===== src/dtps_consts.vh =====
// constants for the drive test parameter sequencer
// assumes a single 100 MHz clock and active-low asynchronous reset
// Functional notes
// [RULE1] error override keeps the operation running
// [RULE2] override counts read errors in status 94
// [RULE3] override logs other errors when bit 2
// [RULE4] option bit 4 picks random head
// [RULE5] option bit 5 picks random record
// [RULE6] bit 6 clears head, increments per op
// [RULE7] bit 7 uses record register 83
// [RULE8] sequential seeks step by increment 81
// [RULE9] no increment entered means stride one
// [RULE10] increment bit 15 halves reverse cylinder
// [RULE11] parameter 82 tag/bus driven to drive
// [RULE12] no control bits: tag repeats until go
// [RULE13] bit 11 holds tag until go
// [RULE14] bit 15 bypasses tag gate error
// [RULE15] single-step issues tag once per press
// [RULE16] hold, bypass, single-step combine freely
// [RULE17] log-error bit counts function errors in fault log
// [RULE18] head register gives fixed head otherwise
// [RULE19] parameters are 16-bit operator words; the option word keeps only bits 7:0, upper byte forced to zero
`ifndef DTPS_CONSTS_VH
`define DTPS_CONSTS_VH
`define DTPS_PAR_OPTION      4'h0
`define DTPS_PAR_SEEK_INC    4'h1
`define DTPS_PAR_MAN_TAG     4'h2
`define DTPS_PAR_RECORD      4'h3
`define DTPS_PAR_HEAD        4'h5
`define DTPS_OPT_SINGLE      1
`define DTPS_OPT_LOG_ERROR   2
`define DTPS_OPT_ERR_OVR     3
`define DTPS_OPT_RAND_HEAD   4
`define DTPS_OPT_RAND_REC    5
`define DTPS_OPT_SEQ_HEAD    6
`define DTPS_OPT_MAN_REC     7
`define DTPS_INC_SHIFT       15
`define DTPS_TAG_HOLD        11
`define DTPS_TAG_BYPASS      15
`define DTPS_TAG_FIELD_MSB   10
`define DTPS_RESET_WORD      16'h0000
`define DTPS_LFSR_SEED       16'hACE1
`define DTPS_STRIDE_ONE      16'h0001
`endif


===== src/dtps_sequencer.v =====
// drive test parameter sequencer: options, seek stepping, manual tag issue
// assumes operator entries and drive status are synchronous to clk
`timescale 1ns/1ps
`include "dtps_consts.vh"
module dtps_sequencer (
  input  wire        clk,
  input  wire        rst_n,
  input  wire        param_wr,
  input  wire [3:0]  param_sel,
  input  wire [15:0] param_data,
  input  wire        operator_go_switch,
  input  wire        seq_reverse,
  input  wire        op_done,
  input  wire        read_error,
  input  wire        other_error,
  input  wire        test_function_error,
  input  wire        tag_gate_error,
  input  wire        tag_ack,
  output reg         running,
  output reg  [15:0] cylinder,
  output reg  [15:0] head,
  output reg  [15:0] record,
  output reg         tag_valid,
  output reg  [10:0] tag_bus,
  output reg  [15:0] read_err_count,
  output reg         error_log_wr,
  output reg         fault_log_wr,
  output reg  [15:0] fault_count,
  output reg         stopped_on_error
);
  // ==========================================================
  // parameter words
  reg [15:0] opt_word;
  reg [15:0] seek_inc;
  reg        inc_entered;
  reg [15:0] man_tag;
  reg [15:0] rec_reg;
  reg [15:0] head_reg;
  reg [15:0] lfsr;
  reg        go_q;
  reg        tag_mode;
  wire       go_press = operator_go_switch & ~go_q;
  wire       ovr      = opt_word[`DTPS_OPT_ERR_OVR];
  wire       log_en   = opt_word[`DTPS_OPT_LOG_ERROR];
  wire       single   = opt_word[`DTPS_OPT_SINGLE];
  wire [15:0] stride  = inc_entered ? {1'b0, seek_inc[14:0]} : `DTPS_STRIDE_ONE; // RULE8 RULE9
  wire       any_err  = read_error | other_error | test_function_error;
  wire       tag_err  = tag_gate_error & ~man_tag[`DTPS_TAG_BYPASS]; // RULE14
  wire [15:0] next_lfsr = {lfsr[14:0], lfsr[15] ^ lfsr[13] ^ lfsr[12] ^ lfsr[10]};

  // ==========================================================
  // operator entry
  reg  [15:0] next_opt_word;
  reg  [15:0] next_seek_inc;
  reg         next_inc_entered;
  reg  [15:0] next_man_tag;
  reg  [15:0] next_rec_reg;

  always @* begin
    next_opt_word    = opt_word;
    next_seek_inc    = seek_inc;
    next_inc_entered = inc_entered;
    next_man_tag     = man_tag;
    next_rec_reg     = rec_reg;
    if (param_wr) begin // RULE19
      case (param_sel)
        `DTPS_PAR_OPTION: next_opt_word = {8'h00, param_data[7:0]};
        `DTPS_PAR_SEEK_INC: begin
          next_seek_inc    = param_data;
          // a zero stride counts as no entry
          next_inc_entered = (param_data[14:0] != 15'h0000); // RULE9
        end
        `DTPS_PAR_MAN_TAG: next_man_tag = param_data; // RULE11
        `DTPS_PAR_RECORD:  next_rec_reg = param_data;
        default: ;
      endcase
    end
  end

  always @(posedge clk or negedge rst_n) begin
    if (!rst_n) begin
      opt_word    <= `DTPS_RESET_WORD;
      seek_inc    <= `DTPS_RESET_WORD;
      inc_entered <= 1'b0;
      man_tag     <= `DTPS_RESET_WORD;
      rec_reg     <= `DTPS_RESET_WORD;
    end else begin
      opt_word    <= next_opt_word;
      seek_inc    <= next_seek_inc;
      inc_entered <= next_inc_entered;
      man_tag     <= next_man_tag;
      rec_reg     <= next_rec_reg;
    end
  end

  // ==========================================================
  // go edge detect and pseudo-random source
  always @(posedge clk or negedge rst_n) begin
    if (!rst_n) begin
      go_q <= 1'b0;
      lfsr <= `DTPS_LFSR_SEED;
    end else begin
      go_q <= operator_go_switch;
      lfsr <= next_lfsr;
    end
  end

  // ==========================================================
  // shared step logic for the counters and the head register
  wire        op_taken     = running & ~go_press & op_done;
  wire        err_window   = running & ~go_press;
  wire        rd_cnt_step  = err_window & ovr & read_error; // RULE2
  wire        flt_cnt_step = err_window & test_function_error & log_en; // RULE17
  wire        head_step    = op_taken & opt_word[`DTPS_OPT_SEQ_HEAD]; // RULE6
  wire [15:0] rd_cnt_plus;
  wire [15:0] flt_cnt_plus;
  wire [15:0] head_plus;

  dtps_incr #(
    .W (16)
  ) u_rd_cnt (
    .value  (read_err_count),
    .step   (rd_cnt_step),
    .result (rd_cnt_plus)
  );

  dtps_incr #(
    .W (16)
  ) u_flt_cnt (
    .value  (fault_count),
    .step   (flt_cnt_step),
    .result (flt_cnt_plus)
  );

  dtps_incr #(
    .W (16)
  ) u_head_cnt (
    .value  (head_reg),
    .step   (head_step),
    .result (head_plus)
  );

  // ==========================================================
  // run control and error handling
  reg         next_running;
  reg         next_stopped;
  reg         next_error_log_wr;
  reg         next_fault_log_wr;

  always @* begin
    next_running      = running;
    next_stopped      = stopped_on_error;
    next_error_log_wr = 1'b0;
    next_fault_log_wr = 1'b0;
    if (go_press) begin
      next_running = ~running;
      next_stopped = 1'b0;
    end else if (running) begin
      if (test_function_error) begin
        // function errors reach the error log whatever bit 2 says
        next_error_log_wr = 1'b1; // RULE17
        next_fault_log_wr = log_en; // RULE17
      end
      if (ovr) begin
        if (other_error && log_en)
          next_error_log_wr = 1'b1; // RULE3
      end else if (any_err || tag_err) begin
        // without override any error ends the test
        next_running = 1'b0; // RULE1
        next_stopped = 1'b1;
      end
    end
  end

  always @(posedge clk or negedge rst_n) begin
    if (!rst_n) begin
      running          <= 1'b0;
      stopped_on_error <= 1'b0;
      error_log_wr     <= 1'b0;
      fault_log_wr     <= 1'b0;
    end else begin
      running          <= next_running;
      stopped_on_error <= next_stopped;
      error_log_wr     <= next_error_log_wr;
      fault_log_wr     <= next_fault_log_wr;
    end
  end

  // ==========================================================
  // status counters
  always @(posedge clk or negedge rst_n) begin
    if (!rst_n) begin
      read_err_count <= `DTPS_RESET_WORD;
      fault_count    <= `DTPS_RESET_WORD;
    end else begin
      read_err_count <= rd_cnt_plus; // RULE2
      fault_count    <= flt_cnt_plus; // RULE17
    end
  end

  // ==========================================================
  // head register, head and record selection
  reg  [15:0] next_head_reg;
  reg  [15:0] next_head;
  reg  [15:0] next_record;

  always @* begin
    next_head_reg = head_reg;
    if (param_wr && param_sel == `DTPS_PAR_HEAD)
      next_head_reg = param_data; // RULE18
    if (go_press && !running && opt_word[`DTPS_OPT_SEQ_HEAD])
      next_head_reg = `DTPS_RESET_WORD; // RULE6
    else if (head_step)
      next_head_reg = head_plus; // RULE6
  end

  always @* begin
    next_head   = head;
    next_record = record;
    if (op_taken) begin
      if (opt_word[`DTPS_OPT_RAND_HEAD])
        next_head = {8'h00, lfsr[7:0]}; // RULE4
      else
        next_head = head_reg; // RULE18
      if (opt_word[`DTPS_OPT_MAN_REC])
        next_record = rec_reg; // RULE7
      else if (opt_word[`DTPS_OPT_RAND_REC])
        next_record = {8'h00, lfsr[15:8]}; // RULE5
    end
  end

  // ==========================================================
  // cylinder stepping for sequential seeks
  reg  [15:0] next_cylinder;

  always @* begin
    next_cylinder = cylinder;
    if (op_taken) begin
      if (seq_reverse && seek_inc[`DTPS_INC_SHIFT])
        // shift-bit reverse ignores the stride
        next_cylinder = {1'b0, cylinder[15:1]}; // RULE10
      else if (seq_reverse)
        next_cylinder = cylinder - stride; // RULE8
      else
        next_cylinder = cylinder + stride; // RULE8 RULE9
    end
  end

  always @(posedge clk or negedge rst_n) begin
    if (!rst_n) begin
      head_reg <= `DTPS_RESET_WORD;
      head     <= `DTPS_RESET_WORD;
      record   <= `DTPS_RESET_WORD;
      cylinder <= `DTPS_RESET_WORD;
    end else begin
      head_reg <= next_head_reg;
      head     <= next_head;
      record   <= next_record;
      cylinder <= next_cylinder;
    end
  end

  // ==========================================================
  // manual tag issue: repeat, hold or single shot
  reg         next_tag_valid;
  reg         next_tag_mode;

  always @* begin
    next_tag_valid = tag_valid;
    next_tag_mode  = tag_mode;
    if (single) begin
      // one tag per press; hold keeps it through a tag gate error
      next_tag_mode = 1'b0;
      if (go_press)
        next_tag_valid = 1'b1; // RULE15 RULE16
      else if (tag_ack || (tag_err && !man_tag[`DTPS_TAG_HOLD]))
        next_tag_valid = 1'b0;
    end else begin
      if (go_press)
        next_tag_mode = ~tag_mode;
      if (!tag_mode || (tag_err && !ovr))
        next_tag_valid = 1'b0;
      else if (man_tag[`DTPS_TAG_HOLD])
        next_tag_valid = 1'b1; // RULE13 RULE16
      else
        next_tag_valid = ~tag_valid | ~tag_ack; // RULE12 RULE14
    end
  end

  always @(posedge clk or negedge rst_n) begin
    if (!rst_n) begin
      tag_valid <= 1'b0;
      tag_bus   <= 11'h000;
      tag_mode  <= 1'b0;
    end else begin
      tag_valid <= next_tag_valid;
      tag_bus   <= man_tag[`DTPS_TAG_FIELD_MSB:0]; // RULE11
      tag_mode  <= next_tag_mode;
    end
  end
endmodule // dtps_sequencer

// ==========================================================
// incrementer shared by the counters and the head register
module dtps_incr #(
  parameter W = 16
) (
  input  wire [W-1:0] value,
  input  wire         step,
  output wire [W-1:0] result
);
  assign result = step ? value + {{(W-1){1'b0}}, 1'b1} : value;
endmodule // dtps_incr


===== config.mk =====
export PLATFORM = sky130hd
export DESIGN_NAME = dtps_sequencer
export DESIGN_NICKNAME = d
export VERILOG_FILES = /design/src/dtps_sequencer.v
export VERILOG_INCLUDE_DIRS = /design/src
export SDC_FILE = /design/constraint.sdc
export NUM_CORES = 1
export LEC_CHECK = 0
export BUFFER_PORTS_ARGS = -buffer_cell sky130_fd_sc_hd__buf_2
export CAP_MARGIN = 25
export CELL_PAD_IN_SITES_DETAIL_PLACEMENT = 0
export CELL_PAD_IN_SITES_GLOBAL_PLACEMENT = 1
export CORE_MARGIN = 10
export CORE_UTILIZATION = 45
export DETAILED_ROUTE_END_ITERATION = 12
export GPL_TIMING_DRIVEN = 0
export PLACE_DENSITY = 0.87
export RECOVER_POWER = 25
export SYNTH_ARGS = -nofsm -noshare
export SYNTH_HDL_FRONTEND = slang
export SYNTH_SLANG_ARGS = --single-unit

===== constraint.sdc =====
create_clock -name clk -period 4.4 [get_ports clk]
set_input_delay 0.44 -clock clk [delete_from_list [all_inputs] [get_ports clk]]
set_output_delay 0.44 -clock clk [all_outputs]
set_load 0.01 [all_outputs]

* After elaboration in Yosys (flattened, before gate mapping)
Cells that the tools add are included.
Storage, ports and cells: register bits 187, logic and storage cells 112, input bits 31
Operators by class: reduce and logical (&&, ||, !) cells 27, bitwise logic cells 22, multiplexer cells 32, $add $sub $neg 5, equal/unequal tests 6
Operators by type and width (number):
- 2-to-1 mux 16 bit | 8
- adder 16 x 1 -> 16 bit (second input constant) | 3
- 2-to-1 mux 1 bit | 23
- adder 16 x 15 -> 16 bit | 1
- subtractor 16 x 15 -> 16 bit | 1
- 2-to-1 mux 15 bit | 1
- nonzero test 15 bit | 1
- AND reduction 2 bit | 5
- AND 1 bit | 9
- equality test 4 x 2 -> 1 bit (second input constant) | 2
- nonzero test 2 bit | 4
- logical AND 1 bit | 7
- inverter 1 bit | 7
- equality test 4 x 1 -> 1 bit (second input constant) | 1
- equality test 4 x 3 -> 1 bit (second input constant) | 1
- logical NOT 1 bit | 4
- logical NOT 4 bit | 1
- logical OR 1 bit | 3
- inequality test 3 x 1 -> 1 bit (second input constant) | 1
- bitwise OR 1 bit | 3
- AND reduction 3 bit | 1
- nonzero test 3 bit | 1
- bitwise XOR 1 bit | 3
- inequality test 2 x 1 -> 1 bit (second input constant) | 1

* Logic depth before layout (Yosys ltp)
depth after elaboration 8, depth in mapped cells 15, depth with buffers taken out 14

* Hierarchy
From an unflattened synthesis, not the netlist that was laid out.
Second synthesis, totals: cells, all modules 802, area, all modules 8868.5 um^2
Modules (own cells, without submodules):
- dtps_sequencer | cells an instance 668, times used 1, area an instance 7911.3 um^2
- dtps_incr at u_flt_cnt ... | cells an instance 45, times used 2, area an instance 325.3 um^2
- dtps_incr at u_rd_cnt | cells an instance 44, times used 1, area an instance 306.5 um^2

* Least setup slack after synthesis
Ideal clock, no wire load.
path type register to register, start register seek_inc[3], end register cylinder[14], arrival 3.107 ns, required time 4.278 ns, cell stages (with the launch flop) 14, library setup time 0.122 ns, setup slack 1.171 ns, clock period less this slack 3.229 ns, cells stage by stage dfrtp_1 > nor4_4 > or2b_1 > nor3_1 > o211a_1 > a21oi_1 > ha_1 > a21o_1 > a221o_1 > a221oi_2 > o211ai_1 > xor2_1 > nand2_1 > a21oi_1
Between the ends: longest elaborated chain between the ends 4, elaborated cells on any way between the ends 5, those cells by class 2 x add/sub; 3 x mux
RTL lines:
- start: declaration | RTL line dtps_sequencer.v:34 | reg [15:0] seek_inc;
- start signal: assignment | RTL line dtps_sequencer.v:83 | seek_inc <= `DTPS_RESET_WORD;
- start signal: assignment | RTL line dtps_sequencer.v:89 | seek_inc <= next_seek_inc;
- 2-to-1 mux 15 bit (no source line) (*)
- adder 16 x 15 -> 16 bit / subtractor 16 x 15 -> 16 bit (equally long branches) | RTL line dtps_sequencer.v:245, dtps_sequencer.v:243
- 2-to-1 mux 16 bit (*) | RTL line dtps_sequencer.v:242 | else if (seq_reverse)
- 2-to-1 mux 16 bit (*) | RTL line dtps_sequencer.v:239 | if (seq_reverse && seek_inc[`DTPS_INC_SHIFT])
- end signal: assignment | RTL line dtps_sequencer.v:254 | cylinder <= `DTPS_RESET_WORD;
- end signal: assignment | RTL line dtps_sequencer.v:259 | cylinder <= next_cylinder;
- end: declaration | RTL line dtps_sequencer.v:20 | output reg [15:0] cylinder,
Mark *: on every way between the ends. The rest lies on a longest branch, timed or not. A chain may end at the register's enable or synchronous reset.

* Worst setup path after layout
start register seek_inc[7], end register cylinder[15]
The elaborated chain is that of the path after synthesis.

==> flow_summary.json <==
{
  "cts-root-buf": "clkbuf_16",
  "synth_top_area_share": 0.512,
  "finalClockSkew_ns": 0.00958,
  "vias": 6518,
  "cts_max_level": 4,
  "critPathMaxFanout": 9,
  "grt_pass1_wl_um": 34800,
  "syn_area_um2": 8550,
  "syn_to_final_growth_pct": 18.2,
  "ys_async_sr_fraction": 1.00,
  "cts_sinks": 183,
  "ys_ff_latch": 183,
  "dp_cells": 1159,
  "slew_headroom": -0.938,
  "r2r_setup_slack_ns": 0.78,
  "holdWs_ns": 0.138,
  "hold_class": "input pin to flip-flop",
  "ys.flop_type": "dfrtp_1",
  "worstPathRequired_ns": 4.73,
  "max_cap_violations": 1,
  "drt_pass1_iterations": 5,
  "diodes": 0,
  "dpl.hpwl_um": 15700,
  "finalSetupViolCount": 0,
  "overflow": 0,
  "yosysMostFrequentCell": "dfrtp_1",
  "cp.arrival_ns": 3.94,
  "synth_nets": 848,
  "die_w_um": 158,
  "core_area_um2": 18700,
  "fill_cells": 1674,
  "fmax_mhz": 277,
  "irDropWorstVdd_v": 0.000312,
  "post-place-ws_ns": 0.840,
  "wirelength_um": 21700,
  "start_util": 0.457,
  "avgSynthCellArea_um2": 10.7,
  "endpoint_kind": "flip-flop",
  "synth.distinct_cells": 64,
  "clk_pin_slew_ns": 0.08,
  "rsz0062_at_grt": "false",
  "track_usage": 0.177,
  "worst_slew_pin_slew_ns": 2.91,
  "seq_area_frac_synth": 0.537,
  "ant_nets": 0,
  "port_buffers": 125,
  "fin_cells": 1192,
  "leakagePower_nw": 4.76,
  "hold_viol": 0,
  "numCtsBuffers": 17,
  "violations": "max-capacitance violations, max-slew violations",
  "grt_pass1_vias": 6327,
  "cp-start-kind": "flip-flop",
  "largest_reg_flops": 32,
  "wl_per_cell_um": 18.2,
  "fin_ws_ns": 0.784,
  "synthCells": 798,
  "drt_iter0_markers": 399,
  "slew_viol_final": 62,
  "multi_input_area_um2": 3770,
  "dieArea_um2": 24900,
  "drc": 0,
  "gp_congestion": 0.881,
  "regArea_um2": 4590,
  "outcome": "finished, violations left",
  "fin_crit_sh": 0.822,
  "final_nets": 995,
  "power_density_nw_per_um2": 558,
  "synthTopCellsByCount": "dfrtp_1 (175), nand2_1 (100), o21ai_0 (64), mux2_2 (54), a21oi_1 (52)",
  "vias_per_cell": 5.47,
  "crit_type": "flip-flop to flip-flop",
  "yosysWarningCount": 0,
  "num_rows": 50,
  "die_h_um": 158,
  "cts.path.max_buffers": 2,
  "post-route-util": 0.540,
  "ios": 127,
  "synth_edf_count": 0,
  "drive_above_1_share": 0.233,
  "antenna_found_initial": 0,
  "period_minus_slack_ns": 3.62,
  "insertion_delay_ns": 0.44,
  "tns_ns": 0,
  "yosysTopAreaCell": "dfrtp_1",
  "synth.area.top_cells": "dfrtp_1 (51%), mux2_2 (7.1%), nand2_1 (4.4%)",
  "grt_max_degree": 123,
  "cts_tree": "done"
}
==> layer usage <==
metal  wire, µm  track usage  part of all wire  vias up
met5          0            0                 0        -
met4        259       0.0441             0.012        0
met3       1510       0.0507             0.070       20
met2       9700        0.266              0.45      188
met1      10200        0.247              0.47     3160
li1           -            -                 -     3150
==> final cells by class <==
class / count / area share
Buffer: 34 / 0.0135
Sequential cell: 183 / 0.454
Multi-Input combinational cell: 570 / 0.373
Clock buffer: 17 / 0.0421
Clock inverter: 15 / 0.0186
Tap cell: 234 / 0.0290
Timing Repair Buffer: 128 / 0.0655
Inverter: 11 / 0.00409
==> placed cells by master (no fill, tap or decap), types with 4 or more instances in the layout <==
cell type and count:
nand3b_1 9, nor3b_1 4, xnor2_1 31, o211ai_1 4, xor2_1 16, mux2_2 54
nand4_1 8, nor3_1 10, a31oi_1 8, a21oi_1 52, nand3_1 28, inv_8 5
and2_1 4, dfstp_1 5, clkbuf_1 35, buf_2 120, nor4_1 7, and4_1 4
dfrtp_1 175, nand2_1 100, o21ai_0 64, clkbuf_16 17, and3_1 13, nand2b_1 11
nor2_1 46, inv_1 10, ha_1 18, o211a_1 5, mux2i_1 18, a32o_1 10
==> stage by stage <==
stage	cell area (µm²)	total power [W]
floorplan	8550	0.00349
global placement	9470	0.00404
detailed placement	9520	0.00409
CTS	10100	0.00569
global route	10100	0.00603
finish	10100	0.00564
==> final timing paths <==
kind	from	endpoint	depth (start not counted)
setup / recovery	seek_inc[7]	cylinder[15]	15
hold / removal	operator_go_switch	go_q	1
setup reg to reg	seek_inc[7]	cylinder[15]	15
hold reg to reg	lfsr[5]	lfsr[6]	0
max in group asynchronous	rst_n	man_tag[15]	2
min in group asynchronous	rst_n	read_err_count[15]	2
==> logic make-up after synthesis <==
family                     synth area share
buffers and inverters                0.0215
AOI/OAI and AO/OA                     0.122
xor gates and xnor gates             0.0481
adders and majority gates            0.0287
and+or+nand+nor                       0.151
DFF                                   0.537
muxes                                0.0922
==> worst max-delay path, stage by stage, from the launching register on <==
cell,delay (ns)
dfrtp_1,0.43
nor4_2,0.41
nand2_4,0.11
o21ai_2,0.35
nand3_1,0.11
o21ai_0,0.09
a21oi_1,0.13
ha_1,0.31
clkbuf_1,0.28
nand4_1,0.14
a21oi_1,0.13
o21ai_0,0.14
a21oi_1,0.32
mux2i_1,0.23
nor3_1,0.07
a211o_1,0.26
==> power breakdown <==
group	leakage, nW	switching (W)	internal [W]
clock	0.296	0.000718	0.000865
combinational	2.12	0.000947	0.000760
sequential	2.34	0.000313	0.00203
==> what timing repair did <==
item	4_1_cts	5_1_grt
hold buffers	1	0
setup buffers	0	0
resized for setup	0	0
endpoints found under the hold margin	61	0
(Power assumes the default switching activity.)
